File: config.mk
export PLATFORM = sky130hd
export DESIGN_NAME = ext_bus_pin_mux
export DESIGN_NICKNAME = d
export VERILOG_FILES = /design/src/core/ext_bus_pkg.sv /design/src/core/pin_sync_if.sv /design/src/core/ext_bus_pin_mux.sv /design/src/core/pin_sync.sv /design/src/core/reset_ctl.sv
export VERILOG_INCLUDE_DIRS = /design/src /design/src/core
export SDC_FILE = /design/constraint.sdc
export NUM_CORES = 1
export LEC_CHECK = 0
export BUFFER_PORTS_ARGS = -buffer_cell sky130_fd_sc_hd__buf_2
export CAP_MARGIN = 20
export CORE_ASPECT_RATIO = 0.9
export CORE_MARGIN = 5
export CORE_UTILIZATION = 40
export CTS_CLUSTER_SIZE = 25
export DETAILED_ROUTE_END_ITERATION = 8
export PLACE_DENSITY = 0.74
export SYNTH_ARGS = -nofsm -noshare
export SYNTH_HDL_FRONTEND = slang
export SYNTH_HIERARCHICAL = 1
export SYNTH_SLANG_ARGS = --single-unit
File: constraint.sdc
create_clock -name mclk_i -period 3 [get_ports mclk_i]
set_clock_uncertainty 0.05 [all_clocks]
set_input_delay 0.6 -clock mclk_i [delete_from_list [all_inputs] [get_ports mclk_i]]
set_output_delay 0.6 -clock mclk_i [all_outputs]
set_load 0.05 [all_outputs]
File: src/core/ext_bus_consts.svh
// Constants for the external bus pin multiplexer
// Function
// - Any internal reset source drives the reset pin low.
// - Outside low on reset pin resets all internal logic except pin synchronisers and stretch count.
// - Reset pin only sinks low; pull-up gives the high level.
// - Bus mode: port 0 carries low address, then data both ways.
// - Bus mode: port 1 drives the high address byte.
// - Bus mode with enable: port 2 bit 0 is buffer control.
// - Bus mode with enable: port 2 bit 1 is hold acknowledge.
// - Bus mode with enable: port 2 bit 2 takes hold request.
// - Bus mode: port 2 bit 5 is the write strobe.
// - Bus mode: port 2 bit 6 is the read strobe.
// - Bus mode: port 2 bit 7 is the address latch strobe.
`ifndef EXT_BUS_CONSTS_SVH
`define EXT_BUS_CONSTS_SVH
`define P2_BUFCTL_BIT 3'd0
`define P2_HACK_BIT   3'd1
`define P2_HREQ_BIT   3'd2
`define P2_RDY_BIT    3'd3
`define P2_CLK_BIT    3'd4
`define P2_WR_BIT     3'd5
`define P2_RD_BIT     3'd6
`define P2_ALE_BIT    3'd7
`define MODE_EXT_BUS  2'h1
`define MODE_SINGLE   2'h0
`define RST_STRETCH   4'h8
`endif

File: src/core/ext_bus_pkg.sv
// Types for the external bus pin multiplexer
package ext_bus_pkg;
    typedef enum logic [2:0] {
        BUS_IDLE,
        BUS_ADDR,
        BUS_DATA,
        BUS_END,
        BUS_HOLD
    } bus_state_t;
endpackage

File: src/core/pin_sync_if.sv
// Synchronised pin levels shared between modules
`timescale 1ns/1ps
interface pin_sync_if;
    logic rst_pin;
    logic hold_req;
    logic ready;
    modport src (output rst_pin, output hold_req, output ready);
    modport dst (input rst_pin, input hold_req, input ready);
endinterface

File: src/core/ext_bus_pin_mux.sv
// External bus pin multiplexer for ports 0, 1 and 2 and the reset pin
`include "ext_bus_consts.svh"
`timescale 1ns/1ps
module ext_bus_pin_mux (
    input  wire logic        mclk_i,       // 125 MHz system clock
    input  wire logic        rst_n_i,      // Synchronous reset, active low
    input  wire logic        int_rst_i,    // Internal reset request
    output logic             sys_rst_n_o,  // Reset to the rest of the chip
    input  wire logic        rst_pin_i,    // Reset pin level
    output logic             rst_pin_o,    // Reset pin output, always 0
    output logic             rst_pin_oe_o, // Reset pin sink enable
    input  wire logic        op_select_pin_a_i, // Mode select pin a
    input  wire logic        op_select_pin_b_i, // Mode select pin b
    output logic             ext_mode_o,   // External bus mode active
    input  wire logic        buf_en_i,     // Buffer control enable
    input  wire logic        hold_en_i,    // Hold function enable
    input  wire logic [7:0]  p0_out_i,     // Port 0 GPIO data
    input  wire logic [7:0]  p0_dir_i,     // Port 0 GPIO direction, 1 out
    input  wire logic [7:0]  p1_out_i,     // Port 1 GPIO data
    input  wire logic [7:0]  p1_dir_i,     // Port 1 GPIO direction, 1 out
    input  wire logic [7:0]  p2_out_i,     // Port 2 general output data
    output logic [7:0]       p0_in_o,      // Port 0 pin level to GPIO
    output logic [7:0]       p1_in_o,      // Port 1 pin level to GPIO
    output logic [7:0]       p2_in_o,      // Port 2 pin level to GPIO
    input  wire logic        req_i,        // CPU bus access request
    input  wire logic        we_i,         // Access is a write
    input  wire logic [15:0] addr_i,       // Access address
    input  wire logic [7:0]  wdata_i,      // Write data
    output logic             ack_o,        // Access done pulse
    output logic [7:0]       rdata_o,      // Read data
    output logic             held_o,       // Bus released to other master
    input  wire logic [7:0]  muxed_addr_data_pins_i,  // Port 0 pins in
    output logic [7:0]       muxed_addr_data_pins_o,  // Port 0 pins out
    output logic [7:0]       muxed_addr_data_pins_oe, // Port 0 enables
    input  wire logic [7:0]  high_address_pins_i,     // Port 1 pins in
    output logic [7:0]       high_address_pins_o,     // Port 1 pins out
    output logic [7:0]       high_address_pins_oe,    // Port 1 enables
    input  wire logic [7:0]  p2_pins_i,    // Port 2 pins in
    output logic [7:0]       p2_pins_o,    // Port 2 pins out
    output logic [7:0]       p2_pins_oe    // Port 2 enables
);
    pin_sync_if sync_bus ();
    logic rst_n;
    ext_bus_pkg::bus_state_t state_r;
    logic        mode_ext_r;
    logic        bclk_r;
    logic [15:0] addr_r;
    logic [7:0]  wdata_r;
    logic [7:0]  rdata_r;
    logic        we_r;
    logic        ack_r;
    logic        ale_r;
    logic        rd_n_r;
    logic        wr_n_r;
    logic        hack_r;
    logic        buf_n_r;
    logic        bus_en;
    logic        hold_req;

    ////////////////////////////////////////////////////////////////////
    pin_sync u_sync (
        .mclk_i    (mclk_i),
        .rst_pin_i (rst_pin_i),
        .hreq_i    (p2_pins_i[`P2_HREQ_BIT]),
        .rdy_i     (p2_pins_i[`P2_RDY_BIT]),
        .sync      (sync_bus.src)
    );

    reset_ctl u_rst (
        .mclk_i      (mclk_i),
        .rst_n_i     (rst_n_i),
        .int_rst_i   (int_rst_i),
        .sync        (sync_bus.dst),
        .sys_rst_n_o (rst_n),
        .rst_oe_o    (rst_pin_oe_o)
    );

    assign sys_rst_n_o = rst_n;
    assign rst_pin_o   = 1'b0;

    ////////////////////////////////////////////////////////////////////
    // Mode sampled every cycle while reset is active; the board keeps the pins fixed
    always_ff @(posedge mclk_i) begin
        if (!rst_n) begin
            mode_ext_r <= ({op_select_pin_b_i, op_select_pin_a_i} == `MODE_EXT_BUS);
        end
    end
    assign ext_mode_o = mode_ext_r;
    assign bus_en     = mode_ext_r;
    assign hold_req   = bus_en && hold_en_i && sync_bus.hold_req;

    // Bus clock: half the system clock, free running in bus mode
    always_ff @(posedge mclk_i) begin
        if (!rst_n || !bus_en) begin
            bclk_r <= 1'b0;
        end else begin
            bclk_r <= !bclk_r;
        end
    end

    ////////////////////////////////////////////////////////////////////
    // Bus cycle sequencer; state moves on bus clock falling edge
    always_ff @(posedge mclk_i) begin
        if (!rst_n) begin
            state_r <= ext_bus_pkg::BUS_IDLE;
            addr_r  <= 16'h0000;
            wdata_r <= 8'h00;
            rdata_r <= 8'h00;
            we_r    <= 1'b0;
            ack_r   <= 1'b0;
            ale_r   <= 1'b0;
            rd_n_r  <= 1'b1;
            wr_n_r  <= 1'b1;
            hack_r  <= 1'b0;
            buf_n_r <= 1'b1;
        end else begin
            ack_r <= 1'b0;
            if (bclk_r) begin
                unique case (state_r)
                    ext_bus_pkg::BUS_IDLE: begin
                        if (hold_req) begin
                            state_r <= ext_bus_pkg::BUS_HOLD;
                            hack_r  <= 1'b1;
                        end else if (req_i && bus_en) begin
                            state_r <= ext_bus_pkg::BUS_ADDR;
                            addr_r  <= addr_i;
                            wdata_r <= wdata_i;
                            we_r    <= we_i;
                            ale_r   <= 1'b1;
                        end
                    end
                    ext_bus_pkg::BUS_ADDR: begin
                        ale_r   <= 1'b0;
                        state_r <= ext_bus_pkg::BUS_DATA;
                        rd_n_r  <= we_r;
                        wr_n_r  <= !we_r;
                        buf_n_r <= 1'b0;
                    end
                    ext_bus_pkg::BUS_DATA: begin
                        if (sync_bus.ready) begin
                            state_r <= ext_bus_pkg::BUS_END;
                            rdata_r <= muxed_addr_data_pins_i;
                            rd_n_r  <= 1'b1;
                            wr_n_r  <= 1'b1;
                            buf_n_r <= 1'b1;
                        end
                    end
                    ext_bus_pkg::BUS_END: begin
                        state_r <= ext_bus_pkg::BUS_IDLE;
                        ack_r   <= 1'b1;
                    end
                    ext_bus_pkg::BUS_HOLD: begin
                        if (!hold_req) begin
                            state_r <= ext_bus_pkg::BUS_IDLE;
                            hack_r  <= 1'b0;
                        end
                    end
                endcase
            end
        end
    end

    assign ack_o   = ack_r;
    assign rdata_o = rdata_r;
    assign held_o  = hack_r;

    ////////////////////////////////////////////////////////////////////
    // Address phase decode shared by the pin mux and the checks
    function automatic logic addr_phase(input ext_bus_pkg::bus_state_t st);
        return st == ext_bus_pkg::BUS_ADDR;
    endfunction

    ////////////////////////////////////////////////////////////////////
    // Pin multiplexing; ports 0 and 1 float while the bus is held
    always_comb begin
        if (bus_en) begin
            muxed_addr_data_pins_o  = addr_phase(state_r) ? addr_r[7:0] : wdata_r;
            muxed_addr_data_pins_oe = (hack_r || (state_r == ext_bus_pkg::BUS_IDLE)) ? 8'h00 :
                (addr_phase(state_r) || we_r) ? 8'hff : 8'h00;
            high_address_pins_o  = addr_r[15:8];
            high_address_pins_oe = hack_r ? 8'h00 : 8'hff;
            p2_pins_o            = p2_out_i;
            p2_pins_oe           = 8'hff;
            p2_pins_o[`P2_CLK_BIT] = bclk_r;
            p2_pins_o[`P2_WR_BIT]  = wr_n_r;
            p2_pins_o[`P2_RD_BIT]  = rd_n_r;
            p2_pins_o[`P2_ALE_BIT] = ale_r;
            p2_pins_oe[`P2_RDY_BIT] = 1'b0;
            if (buf_en_i) p2_pins_o[`P2_BUFCTL_BIT] = buf_n_r;
            if (hold_en_i) begin
                p2_pins_o[`P2_HACK_BIT]  = !hack_r;
                p2_pins_oe[`P2_HREQ_BIT] = 1'b0;
            end
        end else begin
            muxed_addr_data_pins_o  = p0_out_i;
            muxed_addr_data_pins_oe = p0_dir_i;
            high_address_pins_o     = p1_out_i;
            high_address_pins_oe    = p1_dir_i;
            p2_pins_o               = p2_out_i;
            p2_pins_oe              = 8'hff;
        end
    end

    assign p0_in_o = muxed_addr_data_pins_i;
    assign p1_in_o = high_address_pins_i;
    assign p2_in_o = p2_pins_i;

    ////////////////////////////////////////////////////////////////////
    ale_addr_a: assert property (@(posedge mclk_i) disable iff (!rst_n)
        (ale_r && bus_en) |-> muxed_addr_data_pins_o == addr_r[7:0])
        else $error("Latch strobe without low address on port 0");
    hi_addr_a: assert property (@(posedge mclk_i) disable iff (!rst_n)
        (bus_en && !hack_r) |-> high_address_pins_oe == 8'hff)
        else $error("High address not driven");
    strobe_excl_a: assert property (@(posedge mclk_i) disable iff (!rst_n)
        !(!rd_n_r && !wr_n_r))
        else $error("Read and write strobes both active");
    rd_dir_a: assert property (@(posedge mclk_i) disable iff (!rst_n)
        (bus_en && !rd_n_r) |-> muxed_addr_data_pins_oe == 8'h00)
        else $error("Port 0 driven during read");
    rdy_stretch_a: assert property (@(posedge mclk_i) disable iff (!rst_n)
        (state_r == ext_bus_pkg::BUS_DATA && bclk_r && !sync_bus.ready)
        |=> state_r == ext_bus_pkg::BUS_DATA)
        else $error("Cycle not stretched by ready");
    hold_ack_a: assert property (@(posedge mclk_i) disable iff (!rst_n)
        (hold_req && state_r == ext_bus_pkg::BUS_IDLE && bclk_r) |=> hack_r)
        else $error("Hold request not acknowledged");
    bufctl_gate_a: assert property (@(posedge mclk_i) disable iff (!rst_n)
        (!bus_en || !buf_en_i) |-> p2_pins_o[`P2_BUFCTL_BIT] == p2_out_i[0])
        else $error("Buffer control out while disabled");

    // Pin only ever sinks; a high drive would fight other reset sources
    rst_sink_only_a: assert property (@(posedge mclk_i)
        rst_pin_o == 1'b0)
        else $error("Reset pin driven high");

    // Stretch keeps the sink on after the source has gone
    rst_stretch_a: assert property (@(posedge mclk_i)
        int_rst_i |=> rst_pin_oe_o)
        else $error("Reset pin sink released too early");

    p0_addr_drv_a: assert property (@(posedge mclk_i) disable iff (!rst_n)
        (bus_en && addr_phase(state_r) && !hack_r) |-> muxed_addr_data_pins_oe == 8'hff)
        else $error("Low address not driven on port 0");

    p0_wdata_a: assert property (@(posedge mclk_i) disable iff (!rst_n)
        (bus_en && state_r == ext_bus_pkg::BUS_DATA && we_r)
        |-> (muxed_addr_data_pins_oe == 8'hff && muxed_addr_data_pins_o == wdata_r))
        else $error("Write data not driven on port 0");

    // Another master owns the bus while it is held
    hold_float_a: assert property (@(posedge mclk_i) disable iff (!rst_n)
        (bus_en && hack_r)
        |-> (muxed_addr_data_pins_oe == 8'h00 && high_address_pins_oe == 8'h00))
        else $error("Bus pins driven while held");

    hreq_input_a: assert property (@(posedge mclk_i) disable iff (!rst_n)
        (bus_en && hold_en_i) |-> !p2_pins_oe[`P2_HREQ_BIT])
        else $error("Hold request pin driven");

    rdy_input_a: assert property (@(posedge mclk_i) disable iff (!rst_n)
        bus_en |-> !p2_pins_oe[`P2_RDY_BIT])
        else $error("Ready pin driven");

    ale_pin_a: assert property (@(posedge mclk_i) disable iff (!rst_n)
        (bus_en && addr_phase(state_r) && !hack_r) |-> p2_pins_o[`P2_ALE_BIT])
        else $error("Latch strobe missing in address phase");

    rdy_wait_c: cover property (@(posedge mclk_i) disable iff (!rst_n)
        state_r == ext_bus_pkg::BUS_DATA && bclk_r && !sync_bus.ready);
    clk_out_a: assert property (@(posedge mclk_i) disable iff (!rst_n)
        bus_en |=> p2_pins_o[`P2_CLK_BIT] != $past(p2_pins_o[`P2_CLK_BIT]))
        else $error("Bus clock not toggling");
    rd_cycle_c: cover property (@(posedge mclk_i) disable iff (!rst_n)
        !rd_n_r ##[1:20] ack_r);
    wr_cycle_c: cover property (@(posedge mclk_i) disable iff (!rst_n)
        !wr_n_r ##[1:20] ack_r);
    hold_c: cover property (@(posedge mclk_i) disable iff (!rst_n) $rose(hack_r));
endmodule

File: src/core/pin_sync.sv
// Three-stage synchronisers for reset, hold request and ready pins
`timescale 1ns/1ps
module pin_sync (
    input  wire logic mclk_i,     // System clock
    input  wire logic rst_pin_i,  // Raw reset pin level
    input  wire logic hreq_i,     // Raw hold request pin
    input  wire logic rdy_i,      // Raw ready pin
    pin_sync_if.src   sync        // Filtered levels
);
    logic [2:0] s_rst;
    logic [2:0] s_hrq;
    logic [2:0] s_rdy;
    logic       rst_q;
    logic       hrq_q;
    logic       rdy_q;

    // Not reset: must keep running while the pin itself holds reset
    always_ff @(posedge mclk_i) begin
        s_rst <= {s_rst[1:0], rst_pin_i};
        s_hrq <= {s_hrq[1:0], hreq_i};
        s_rdy <= {s_rdy[1:0], rdy_i};
    end

    // A change counts once stages two and three agree
    always_ff @(posedge mclk_i) begin
        if (s_rst[1] == s_rst[2]) rst_q <= s_rst[2];
        if (s_hrq[1] == s_hrq[2]) hrq_q <= s_hrq[2];
        if (s_rdy[1] == s_rdy[2]) rdy_q <= s_rdy[2];
    end

    assign sync.rst_pin  = rst_q;
    assign sync.hold_req = hrq_q;
    assign sync.ready    = rdy_q;
endmodule

File: src/core/reset_ctl.sv
// Reset pin sink and combined internal reset
`include "ext_bus_consts.svh"
`timescale 1ns/1ps
module reset_ctl (
    input  wire logic mclk_i,      // System clock
    input  wire logic rst_n_i,     // Power-on reset, active low
    input  wire logic int_rst_i,   // Internal reset sources, high active
    pin_sync_if.dst   sync,        // Synchronised pin level
    output logic      sys_rst_n_o, // Combined reset, active low
    output logic      rst_oe_o     // Reset pin sink enable
);
    logic [3:0] stretch_r;
    logic       sys_rst_n_r;

    // Stretch keeps the pin low long enough for slow boards
    always_ff @(posedge mclk_i) begin
        if (!rst_n_i) begin
            stretch_r <= `RST_STRETCH;
        end else if (int_rst_i) begin
            stretch_r <= `RST_STRETCH;
        end else if (stretch_r != 4'h0) begin
            stretch_r <= stretch_r - 4'h1;
        end
    end

    always_ff @(posedge mclk_i) begin
        sys_rst_n_r <= rst_n_i && sync.rst_pin;
    end

    assign rst_oe_o    = int_rst_i || (stretch_r != 4'h0) || !rst_n_i;
    assign sys_rst_n_o = sys_rst_n_r;

    sink_on_int_a: assert property (@(posedge mclk_i) int_rst_i |-> rst_oe_o)
        else $error("Reset pin not sunk on internal reset");
    pin_low_rst_a: assert property (@(posedge mclk_i)
        (rst_n_i && !sync.rst_pin) |=> !sys_rst_n_o)
        else $error("Low reset pin did not reset logic");
endmodule

==> Word level (Yosys, flattened, before mapping) <==
Index checks and enable logic that the tools add are counted.
{ "totals": {"reg_bits": 61, "elab_cells": 95} }
{ "classes": {"addsub": 1, "eq_ne": 14, "mux": 29, "n_bitwise": 2, "reduce_logical": 28} }
{ "op_table": {"columns": ["op", "n"], "rows": [
  ["$mux 8", 9],
  ["$reduce_and 4->1", 4],
  ["$pmux 3 s5", 1],
  ["$mux 3", 4],
  ["$pmux 1 s2", 5],
  ["$mux 1", 9],
  ["$ne 2x2->1 const B", 4],
  ["$eq 3x2->1 const B", 2],
  ["$logic_not 1->1", 6],
  ["$reduce_and 3->1", 2],
  ["$reduce_bool 2->1", 3],
  ["$logic_or 1x1->1", 5],
  ["$logic_and 1x1->1", 4],
  ["$mux 4", 1],
  ["$reduce_bool 4->1", 1],
  ["$sub 4x1->4 const B", 1],
  ["$eq 1x1->1", 3],
  ["$eq 3x1->1 const B", 1],
  ["$eq 3x3->1 const B", 1],
  ["$logic_not 3->1", 1],
  ["$ne 3x3->1 const B", 1],
  ["$eq 2x1->1 const B", 1],
  ["$ne 2x1->1 const B", 1],
  ["$not 1->1", 2],
  ["other kinds (2)", 2]
]} }

==> Longest topological paths before layout <==
Gate-level depths: netlist (run 1).
{ "logic_depth": {"word_depth": 5, "depth_mapped": 6, "mapped_depth_nobuf": 5} }

==> Hierarchy <==
The synthesis (run 1) kept the hierarchy.
{ "modules_own_cells": {"columns": ["module", "instances", "cells_each", "area_per_inst_um2", "seq_area_each_um2"], "rows": [
  ["ext_bus_pin_mux", 1, 324, 2667.6, 890.9],
  ["pin_sync", 1, 15, 296.5, 270.3],
  ["reset_ctl", 1, 24, 236.5, 100.1]
]} }

==> Worst setup path before layout (run 1) <==
Ideal clock, no wire load.
{ "synth_timing": {"path_type": "register to output", "startpoint": "reg mode_ext_r, in the netlist ext_mode_o", "endpoint": "out p2_pins_o[1]", "arrival_time_ps": 2579, "path_slack_ps": -229, "stages_incl_launch_ff": 5, "path_cell_list": "edfxtp_1 > buf_6 > buf_2 > nand2_1 > o21ai_0"} }
{ "synth_via": {"elab_chain_len": 1} }
{ "synth_lines": {"columns": ["item", "line", "rtl"], "rows": [
  ["start: declaration", "ext_bus_pin_mux.sv:45", "logic mode_ext_r;"],
  ["start signal: assignment", "ext_bus_pin_mux.sv:85", "mode_ext_r <= ({op_select_pin_b_i, op_select_pin_a_i} == `MODE_EXT_BUS);"],
  ["$mux 8", "ext_bus_pin_mux.sv:176", "if (bus_en) begin"],
  ["end: declaration", "ext_bus_pin_mux.sv:39", "output logic [7:0] p2_pins_o,"]
]} }
Every way passes these cells.

==> Worst setup path after layout (run 1) <==
{ "layout_timing": {"startpoint": "reg state_r[2]", "endpoint": "out muxed_addr_data_pins_oe[6]"} }
{ "layout_via": {"elab_chain_len": 5, "elab_cells_between_ends": 7} }
{ "layout_lines": {"columns": ["item", "line", "rtl"], "rows": [
  ["start: declaration", "ext_bus_pin_mux.sv:44", "ext_bus_pkg::bus_state_t state_r;"],
  ["start signal: assignment", "ext_bus_pin_mux.sv:105", "state_r <= ext_bus_pkg::BUS_IDLE;"],
  ["start signal: assignment", "ext_bus_pin_mux.sv:122", "state_r <= ext_bus_pkg::BUS_HOLD;"],
  ["start signal: assignment", "ext_bus_pin_mux.sv:125", "state_r <= ext_bus_pkg::BUS_ADDR;"],
  ["$eq 3x1->1", "ext_bus_pin_mux.sv:170", "return st == ext_bus_pkg::BUS_ADDR;"],
  ["$logic_or 1x1->1", "ext_bus_pin_mux.sv:179", "(addr_phase(state_r) || we_r) ? 8'hff : 8'h00;"],
  ["$mux 8", "ext_bus_pin_mux.sv:179", null],
  ["$mux 8 *", "ext_bus_pin_mux.sv:178", "muxed_addr_data_pins_oe = (hack_r || (state_r == ext_bus_pkg::BUS_IDLE)) ? 8'h00 :"],
  ["$mux 8 *", "ext_bus_pin_mux.sv:176", null],
  ["end: declaration", "ext_bus_pin_mux.sv:34", "output logic [7:0] muxed_addr_data_pins_oe,"]
]} }
Mark *: on every way between the ends. The rest lies on a longest branch, timed or not.

==> results by group, run 1 <==
Timing
  – Final hold slack: 277.6 ps
  – Final setup viols: 0
  – F_max: about 370 MHz
  – Least-Margin Pin Slew: just under 600 ps
  – Final Hold Fails: 0
  – Final worst slack: 292.3 ps
  – Final period utilization: between 90% and 100%
  – RSZ-0062 raised after global routing: false
  – Total negative slack: 0 ps
  – Final min period: ~2700 ps
  – Slew headroom: 60.77%
  – Final Slew Violations: 0

CTS
  – CTS resizes: 0
  – CTS tree: built
  – Root Driver: clkbuf_8
  – Maximum clock path buffer count: 2
  – Clock buffer count from CTS: 9
  – Max H-tree Level: 3
  – Post-CTS setup repair buffer count: 0
  – Clk Latency, worst-skew pair: 320 ps
  – Reg clk slew, reported paths: 60 ps
  – Clk sinks: 61
  – Hold-fix buffers, CTS: 0

Outcome
  – Status: finished clean

Synth
  – Yosys top cell by area: dfxtp_1
  – Cell count after synthesis: between 300 and 400
  – Yosys warns: 6
  – Synth Flop Type: dfxtp_1
  – Most common library cells after synthesis: 57 x dfxtp_1, 55 x nand2_1, 34 x buf_4
  – Cell with the most instances after synthesis: dfxtp_1
  – Synth Area per Inst: 8.817 um2
  – Synth cell types: 50
  – Async SR Flop Fraction: 0%
  – Seq/Total Area, Yosys: 39.41%
  – Mapped Area: around 3200 um2
  – Yosys reg bits: 61
  – EDFF count, synth: 4
  – Top cell type's share of synthesized area: 35.65%
  – Dominant cells by area after synthesis: dfxtp_1 36%, mux2i_1 10%, buf_4 8.0%, nand2_1 6.5%, mux2_2 4.6%

Route
  – Vias per inst: 4.868
  – Antenna-violating nets left: 0
  – Iteration-0 DRC Markers: 90
  – Aggregate routed wire length: between 7000 and 8000 um
  – 1st-pass router iterations: 4
  – DR vias: 2799
  – DR DRC count: 0
  – Routed WL per cell: 12.91 um

Pwr
  – Clock share of power: 32.8%
  – Net Sw Power: 0.6348 mW
  – Pwr Total: 1.966 mW
  – Switching part of the total: 32.29%
  – Int Power: between 1 and 1.5 mW
  – P per Cell Area: ~500 nW/um2
  – Leak Pwr: around 1.8 nW
  – Comb power frac: 23.6%
  – Seq pwr share: 43.5%
  – VDD IR-drop max: 227.7 uV

GRT
  – Vias in the first global route: 2643
  – Congestion Overflow GR: 0
  – All-Layer GR Usage: about 14%
  – First-pass GRT wire length: 11760 um
  – Largest net degree at the start of global routing: 65
  – Initial antenna violation count: 0

Worst setup path
  – Worst Reg2Reg Path Length in Cells: 5
  – Worst setup path startpoint: state_r[2]
  – CP Class: flop to output port
  – Critical path fanouts, max: 14
  – WP data required: between 2000 and 2500 ps
  – Worst setup EP type: output port
  – WP data arrival: roughly 2100 ps
  – Worst Setup Start Kind: flop
  – Reg-to-reg startpoint: ext_mode_o

Floorplan
  – Top Ports: 184
  – Starting Density: 40.45%
  – Die Area: 9893 um2
  – Die H: approximately 95 um
  – Die Wd: 104.3 um
  – Core Box Area: 7913 um2
  – Site Rows: 31

Layout
  – Fin area: roughly 3900 um2
  – # fillers: 793
  – Layout cells sized above 1: about two fifths
  – FF+latch area: approximately 1300 um2
  – Area growth syn-to-layout: 22.60%
  – Area of the multi-input gates: 1511 um2
  – Ant diodes: 0
  – Nets: 572

Placed design
  – Post-DP Area: 3746 um2
  – IO buf count: between 100 and 150
  – Detail Placement HPWL: around 5700 um
  – Worst slack, placed: 657.3 ps
  – RePlAce Congestion: 0.8627

Hold path
  – Hold Path Class: flop to flop
  – Hold path start: u_sync/s_rdy[0]
  – Hold depth: 0

Flow run
  – MaxCap Viol Count: 0
## per-layer routing
| layer | wire length, um | GRT usage, % | up-vias |
|---|---|---|---|
| li1 | - | - | 1403 |
| met1 | 2974 | 15.25 | 1288 |
| met5 | 0 | 0 | - |
| met3 | 598 | 6.015 | 8 |
| met4 | 90 | 4.099 | 0 |
| met2 | 3763 | 26.37 | 100 |
## placed cells by master (no fill, tap or decap), types with 2 or more instances in the layout
cell	instances
buf_2	144
dfxtp_1	56
nand2_1	55
mux2i_1	33
inv_1	20
o21ai_0	18
nor2_1	15
a21oi_1	13
mux2_2	13
clkbuf_8	12
o21a_1	9
and3_1	9
a21boi_0	7
conb_1	7
buf_4	7
nand2b_1	6
edfxtp_1	4
xnor2_1	4
o21ai_1	2
nor2b_1	2
and2_1	2
o31ai_1	2
nor3_1	2
a211oi_1	2
a31oi_1	2
clkbuf_1	2
ha_1	2
## critical path: stages, from the launching register on
cell      delay, ps
dfxtp_1         600
nor3b_2         100
buf_4           210
o21bai_1        420
o21ai_0         170
buf_2           240
## power groups by stage
stage	sequential [mW]	combinational [mW]	clock [mW]
global route	0.858	0.496	0.716
global placement	0.873	0.461	0
detailed placement	0.874	0.468	0
floorplan	0.872	0.417	0
CTS	0.855	0.469	0.674
finish	0.856	0.464	0.646
## worst paths after layout
path                                                    to  slack [ps]
worst max-delay path            muxed_addr_data_pins_oe[6]         290
worst min register to register             u_sync/s_rdy[1]         280
worst max register to register                   addr_r[3]         970
worst min-delay path                       u_sync/s_rdy[1]         280
## cell families (layout without fill, tap and decap cells)
kind of cell | Yosys count | in the layout | share of synthesized area [%]
AO/OA/AOI/OAI | 66 | 66 | 13.41
XOR/XNOR | 4 | 4 | 1.094
adder cells (fa/ha/maj) | 2 | 2 | 0.7817
buffers and inverters | 78 | 186 | 14.31
flip-flops | 61 | 61 | 39.41
multiplexers | 46 | 46 | 14.89
other | 2 | 7 | 0.2346
AND/OR/NAND/NOR | 104 | 104 | 15.87
## layout make-up
class | count | share of cell area [%]
Multi-Input combinational cell | 229 | 38.52
Sequential cell | 61 | 32.17
Timing Repair Buffer | 151 | 19.71
Clock buffer | 14 | 4.401
Tap cell | 99 | 3.157
Inverter | 20 | 1.913
Clock inverter | 1 | 0.1276
## state kept, by name, summed over array words and instances, names as in the netlist, 3 cells and up
name             flops
addr_r              16
wdata_r              8
u_sync/s_rst         3
u_sync/s_rdy         3
rdata_o              8
state_r              3
u_rst/stretch_r      4
u_sync/s_hrq         3
## metrics by stage
step | instances | util [%]
2_1_floorplan | 368 | -
3_3_place_gp | 560 | 47.34
3_5_place_dp | 560 | 47.34
4_1_cts | 575 | 49.59
5_1_grt | 575 | 49.59
6_report | 575 | 49.59
(Power assumes the default switching activity.)
==> run 2, diff against run 1 <==
Clock period 3 ns to 2.5 ns, I/O delays scaled along.
==> results by group, run 2 (synthesis gave the netlist of run 1 again) <==
Pwr
  – VDD IR-drop max: 371.3 uV (was 227.7 uV)
  – Comb power frac: 21.3% (was 23.6%)
  – Switching part of the total: 30.50% (was 32.29%)
  – Pwr Total: 2.624 mW (was 1.966 mW)
  – Clock share of power: 39.4% (was 32.8%)
  – P per Cell Area: 655.3 nW/um2 (was 501.0 nW/um2)
  – Net Sw Power: 0.8002 mW (was 0.6348 mW)
  – Seq pwr share: 39.4% (was 43.5%)
  – Int Power: 1.824 mW (was 1.331 mW)
  – Leak Pwr: 1.863 nW (was 1.834 nW)

CTS
  – Clock buffer count from CTS: 9 (unchanged)
  – Reg clk slew, reported paths: 70 ps (was 60 ps)
  – Maximum clock path buffer count: 2 (unchanged)
  – CTS tree: built (unchanged)
  – Hold-fix buffers, CTS: 0 (unchanged)
  – Root Driver: clkbuf_8 (unchanged)
  – Max H-tree Level: 3 (unchanged)
  – Clk Latency, worst-skew pair: 330 ps (was 320 ps)
  – Clk sinks: 61 (unchanged)
  – Post-CTS setup repair buffer count: 0 (unchanged)

GRT
  – Congestion Overflow GR: 0 (unchanged)
  – Initial antenna violation count: 0 (unchanged)
  – All-Layer GR Usage: 14.76% (was 14.41%)
  – First-pass GRT wire length: 12160 um (was 11760 um)
  – Vias in the first global route: 2741 (was 2643)
  – Largest net degree at the start of global routing: 46 (was 65)

Layout
  – Largest register by flop count: addr_r (unchanged)
  – Most frequent cells in the layout: 144 x buf_2, 55 x nand2_1, 53 x dfxtp_1 (was 144 x buf_2, 56 x dfxtp_1, 55 x nand2_1)
  – Nets: 572 (unchanged)
  – Final core utilization: 50.60% (was 49.59%)
  – Commonest non-fill, non-tap cell in the layout: buf_2 (unchanged)
  – Max reg flops: 16 (unchanged)
  – Post-Layout Cell Count: 576 (was 575)
  – Layout cells sized above 1: 39.83% (was 38.45%)
  – Fin area: 4004 um2 (was 3924 um2)
  – Area growth syn-to-layout: 25.10% (was 22.60%)
  – Ant diodes: 0 (unchanged)

Timing
  – F_max: between 400 and 500 MHz
  – Final period utilization: 92.24%
  – Total negative slack: 0 ps (unchanged)
  – Final worst slack: 194.0 ps (was 292.3 ps)
  – Final hold slack: 213.8 ps (was 277.6 ps)
  – Least-Margin Pin Slew: 546.5 ps (was 588.5 ps)
  – Final min period: 2306 ps
  – Final setup viols: 0 (unchanged)
  – Slew headroom: 63.57% (was 60.77%)
  – RSZ-0062 raised after global routing: false (unchanged)
  – Final Hold Fails: 0 (unchanged)
  – Final Slew Violations: 0 (unchanged)

Worst setup path
  – Critical R2R Capture: rdata_o[6] (was addr_r[3])
  – WP data required: 1950 ps (was 2350 ps)
  – Crit-path cells: inv_1 -> ha_1 -> or3b_4 -> or2_1 -> buf_2 (was nor3b_2 -> buf_4 -> o21bai_1 -> o21ai_0 -> buf_2)
  – Critical path fanouts, max: 4 (was 14)
  – Worst Setup Start Kind: flop (unchanged)
  – Slowest-stage cell, CP: or3b_4 (was dfxtp_1)
  – Reg-to-reg startpoint: bclk_r (was ext_mode_o)
  – Worst R2R Setup Slack: 880 ps (was 970 ps)
  – CP Class: flop to output port (unchanged)
  – Critical Path Stages: 5 (unchanged)
  – WP data arrival: 1760 ps (was 2060 ps)
  – Worst Reg2Reg Path Length in Cells: 4 (was 5)
  – Worst setup EP type: output port (unchanged)
  – Family with the most delay on the worst path: simple AND/OR/NAND/NOR gates (was flip-flops)
  – CP peak stage delay: 420 ps (was 600 ps)
  – Buffers and inverters on the worst path: 2 (unchanged)

Placed design
  – IO buf count: 144 (unchanged)
  – Worst slack, placed: 236.9 ps (was 657.3 ps)
  – Post-DP Area: 3759 um2 (was 3746 um2)
  – Detail Placement HPWL: 5566 um (was 5677 um)
  – RePlAce Congestion: 0.8063 (was 0.8627)
  – Placed insts: 560 (unchanged)

Floorplan
  – Top Ports: 184 (unchanged)
  – Die H: 94.86 um (unchanged)
  – Site Rows: 31 (unchanged)
  – Starting Density: 40.45% (unchanged)
  – Die Area: 9893 um2 (unchanged)
  – Core Box Area: 7913 um2 (unchanged)
  – Die Wd: 104.3 um (unchanged)

Outcome
  – Status: finished clean (unchanged)

Hold path
  – Hold path start: rst_pin_i (was u_sync/s_rdy[0])
  – Hold depth: 1 (was 0)
  – Hold Path Class: input pin to flop (was flop to flop)
  – WHS Endpoint: u_sync/s_rst[0] (was u_sync/s_rdy[1])

Route
  – Routed WL per cell: 12.73 um (was 12.91 um)
  – Iteration-0 DRC Markers: 105 (was 90)
  – DR vias: 2790 (was 2799)
  – DR DRC count: 0 (unchanged)
  – Vias per inst: 4.844 (was 4.868)
  – 1st-pass router iterations: 4 (unchanged)
  – Aggregate routed wire length: 7332 um (was 7426 um)
  – Antenna-violating nets left: 0 (unchanged)

Flow run
  – MaxCap Viol Count: 0 (unchanged)
## run 2: what timing repair did
item	CTS	global route
endpoints found under the setup margin	8	10
endpoints found under the hold margin	0	0
resized for setup	1	3
## run 2: final cells by class
class                           instances  area, um2
Tap cell                               99      123.9
Sequential cell                        61       1266
Fill cell                             758       3909
Multi-Input combinational cell        229       1515
Timing Repair Buffer                  151      785.8
Clock buffer                            9      123.9
Clock inverter                          7      113.9
Inverter                               20      75.07
## run 2: how the worst max path moves through the flow
stage	endpoint	slack [ps]	startpoint
after floorplan	muxed_addr_data_pins_oe[5]	-360	ext_mode_o
after global placement	muxed_addr_data_pins_oe[6]	320	state_r[2]
after detailed placement	muxed_addr_data_pins_oe[7]	240	state_r[2]
after CTS	muxed_addr_data_pins_oe[7]	60	state_r[2]
after global routing	rst_pin_oe_o	80	u_rst/stretch_r[1]
final	rst_pin_oe_o	190	u_rst/stretch_r[0]
## run 2: power by group through the flow
stage | clock [mW] | sequential, mW | combinational (mW)
after floorplan | 0 | 1.05 | 0.504
after global placement | 0 | 1.05 | 0.552
after detailed placement | 0 | 1.06 | 0.561
after CTS | 1.07 | 1.03 | 0.563
after global routing | 1.11 | 1.04 | 0.594
final | 1.03 | 1.03 | 0.558
## run 2: per-layer routing
layer / track usage (%) / wire, um
met5: 0 / 0
met4: 5.070 / 132
met3: 5.810 / 593
met2: 26.32 / 3672
met1: 16.03 / 2934
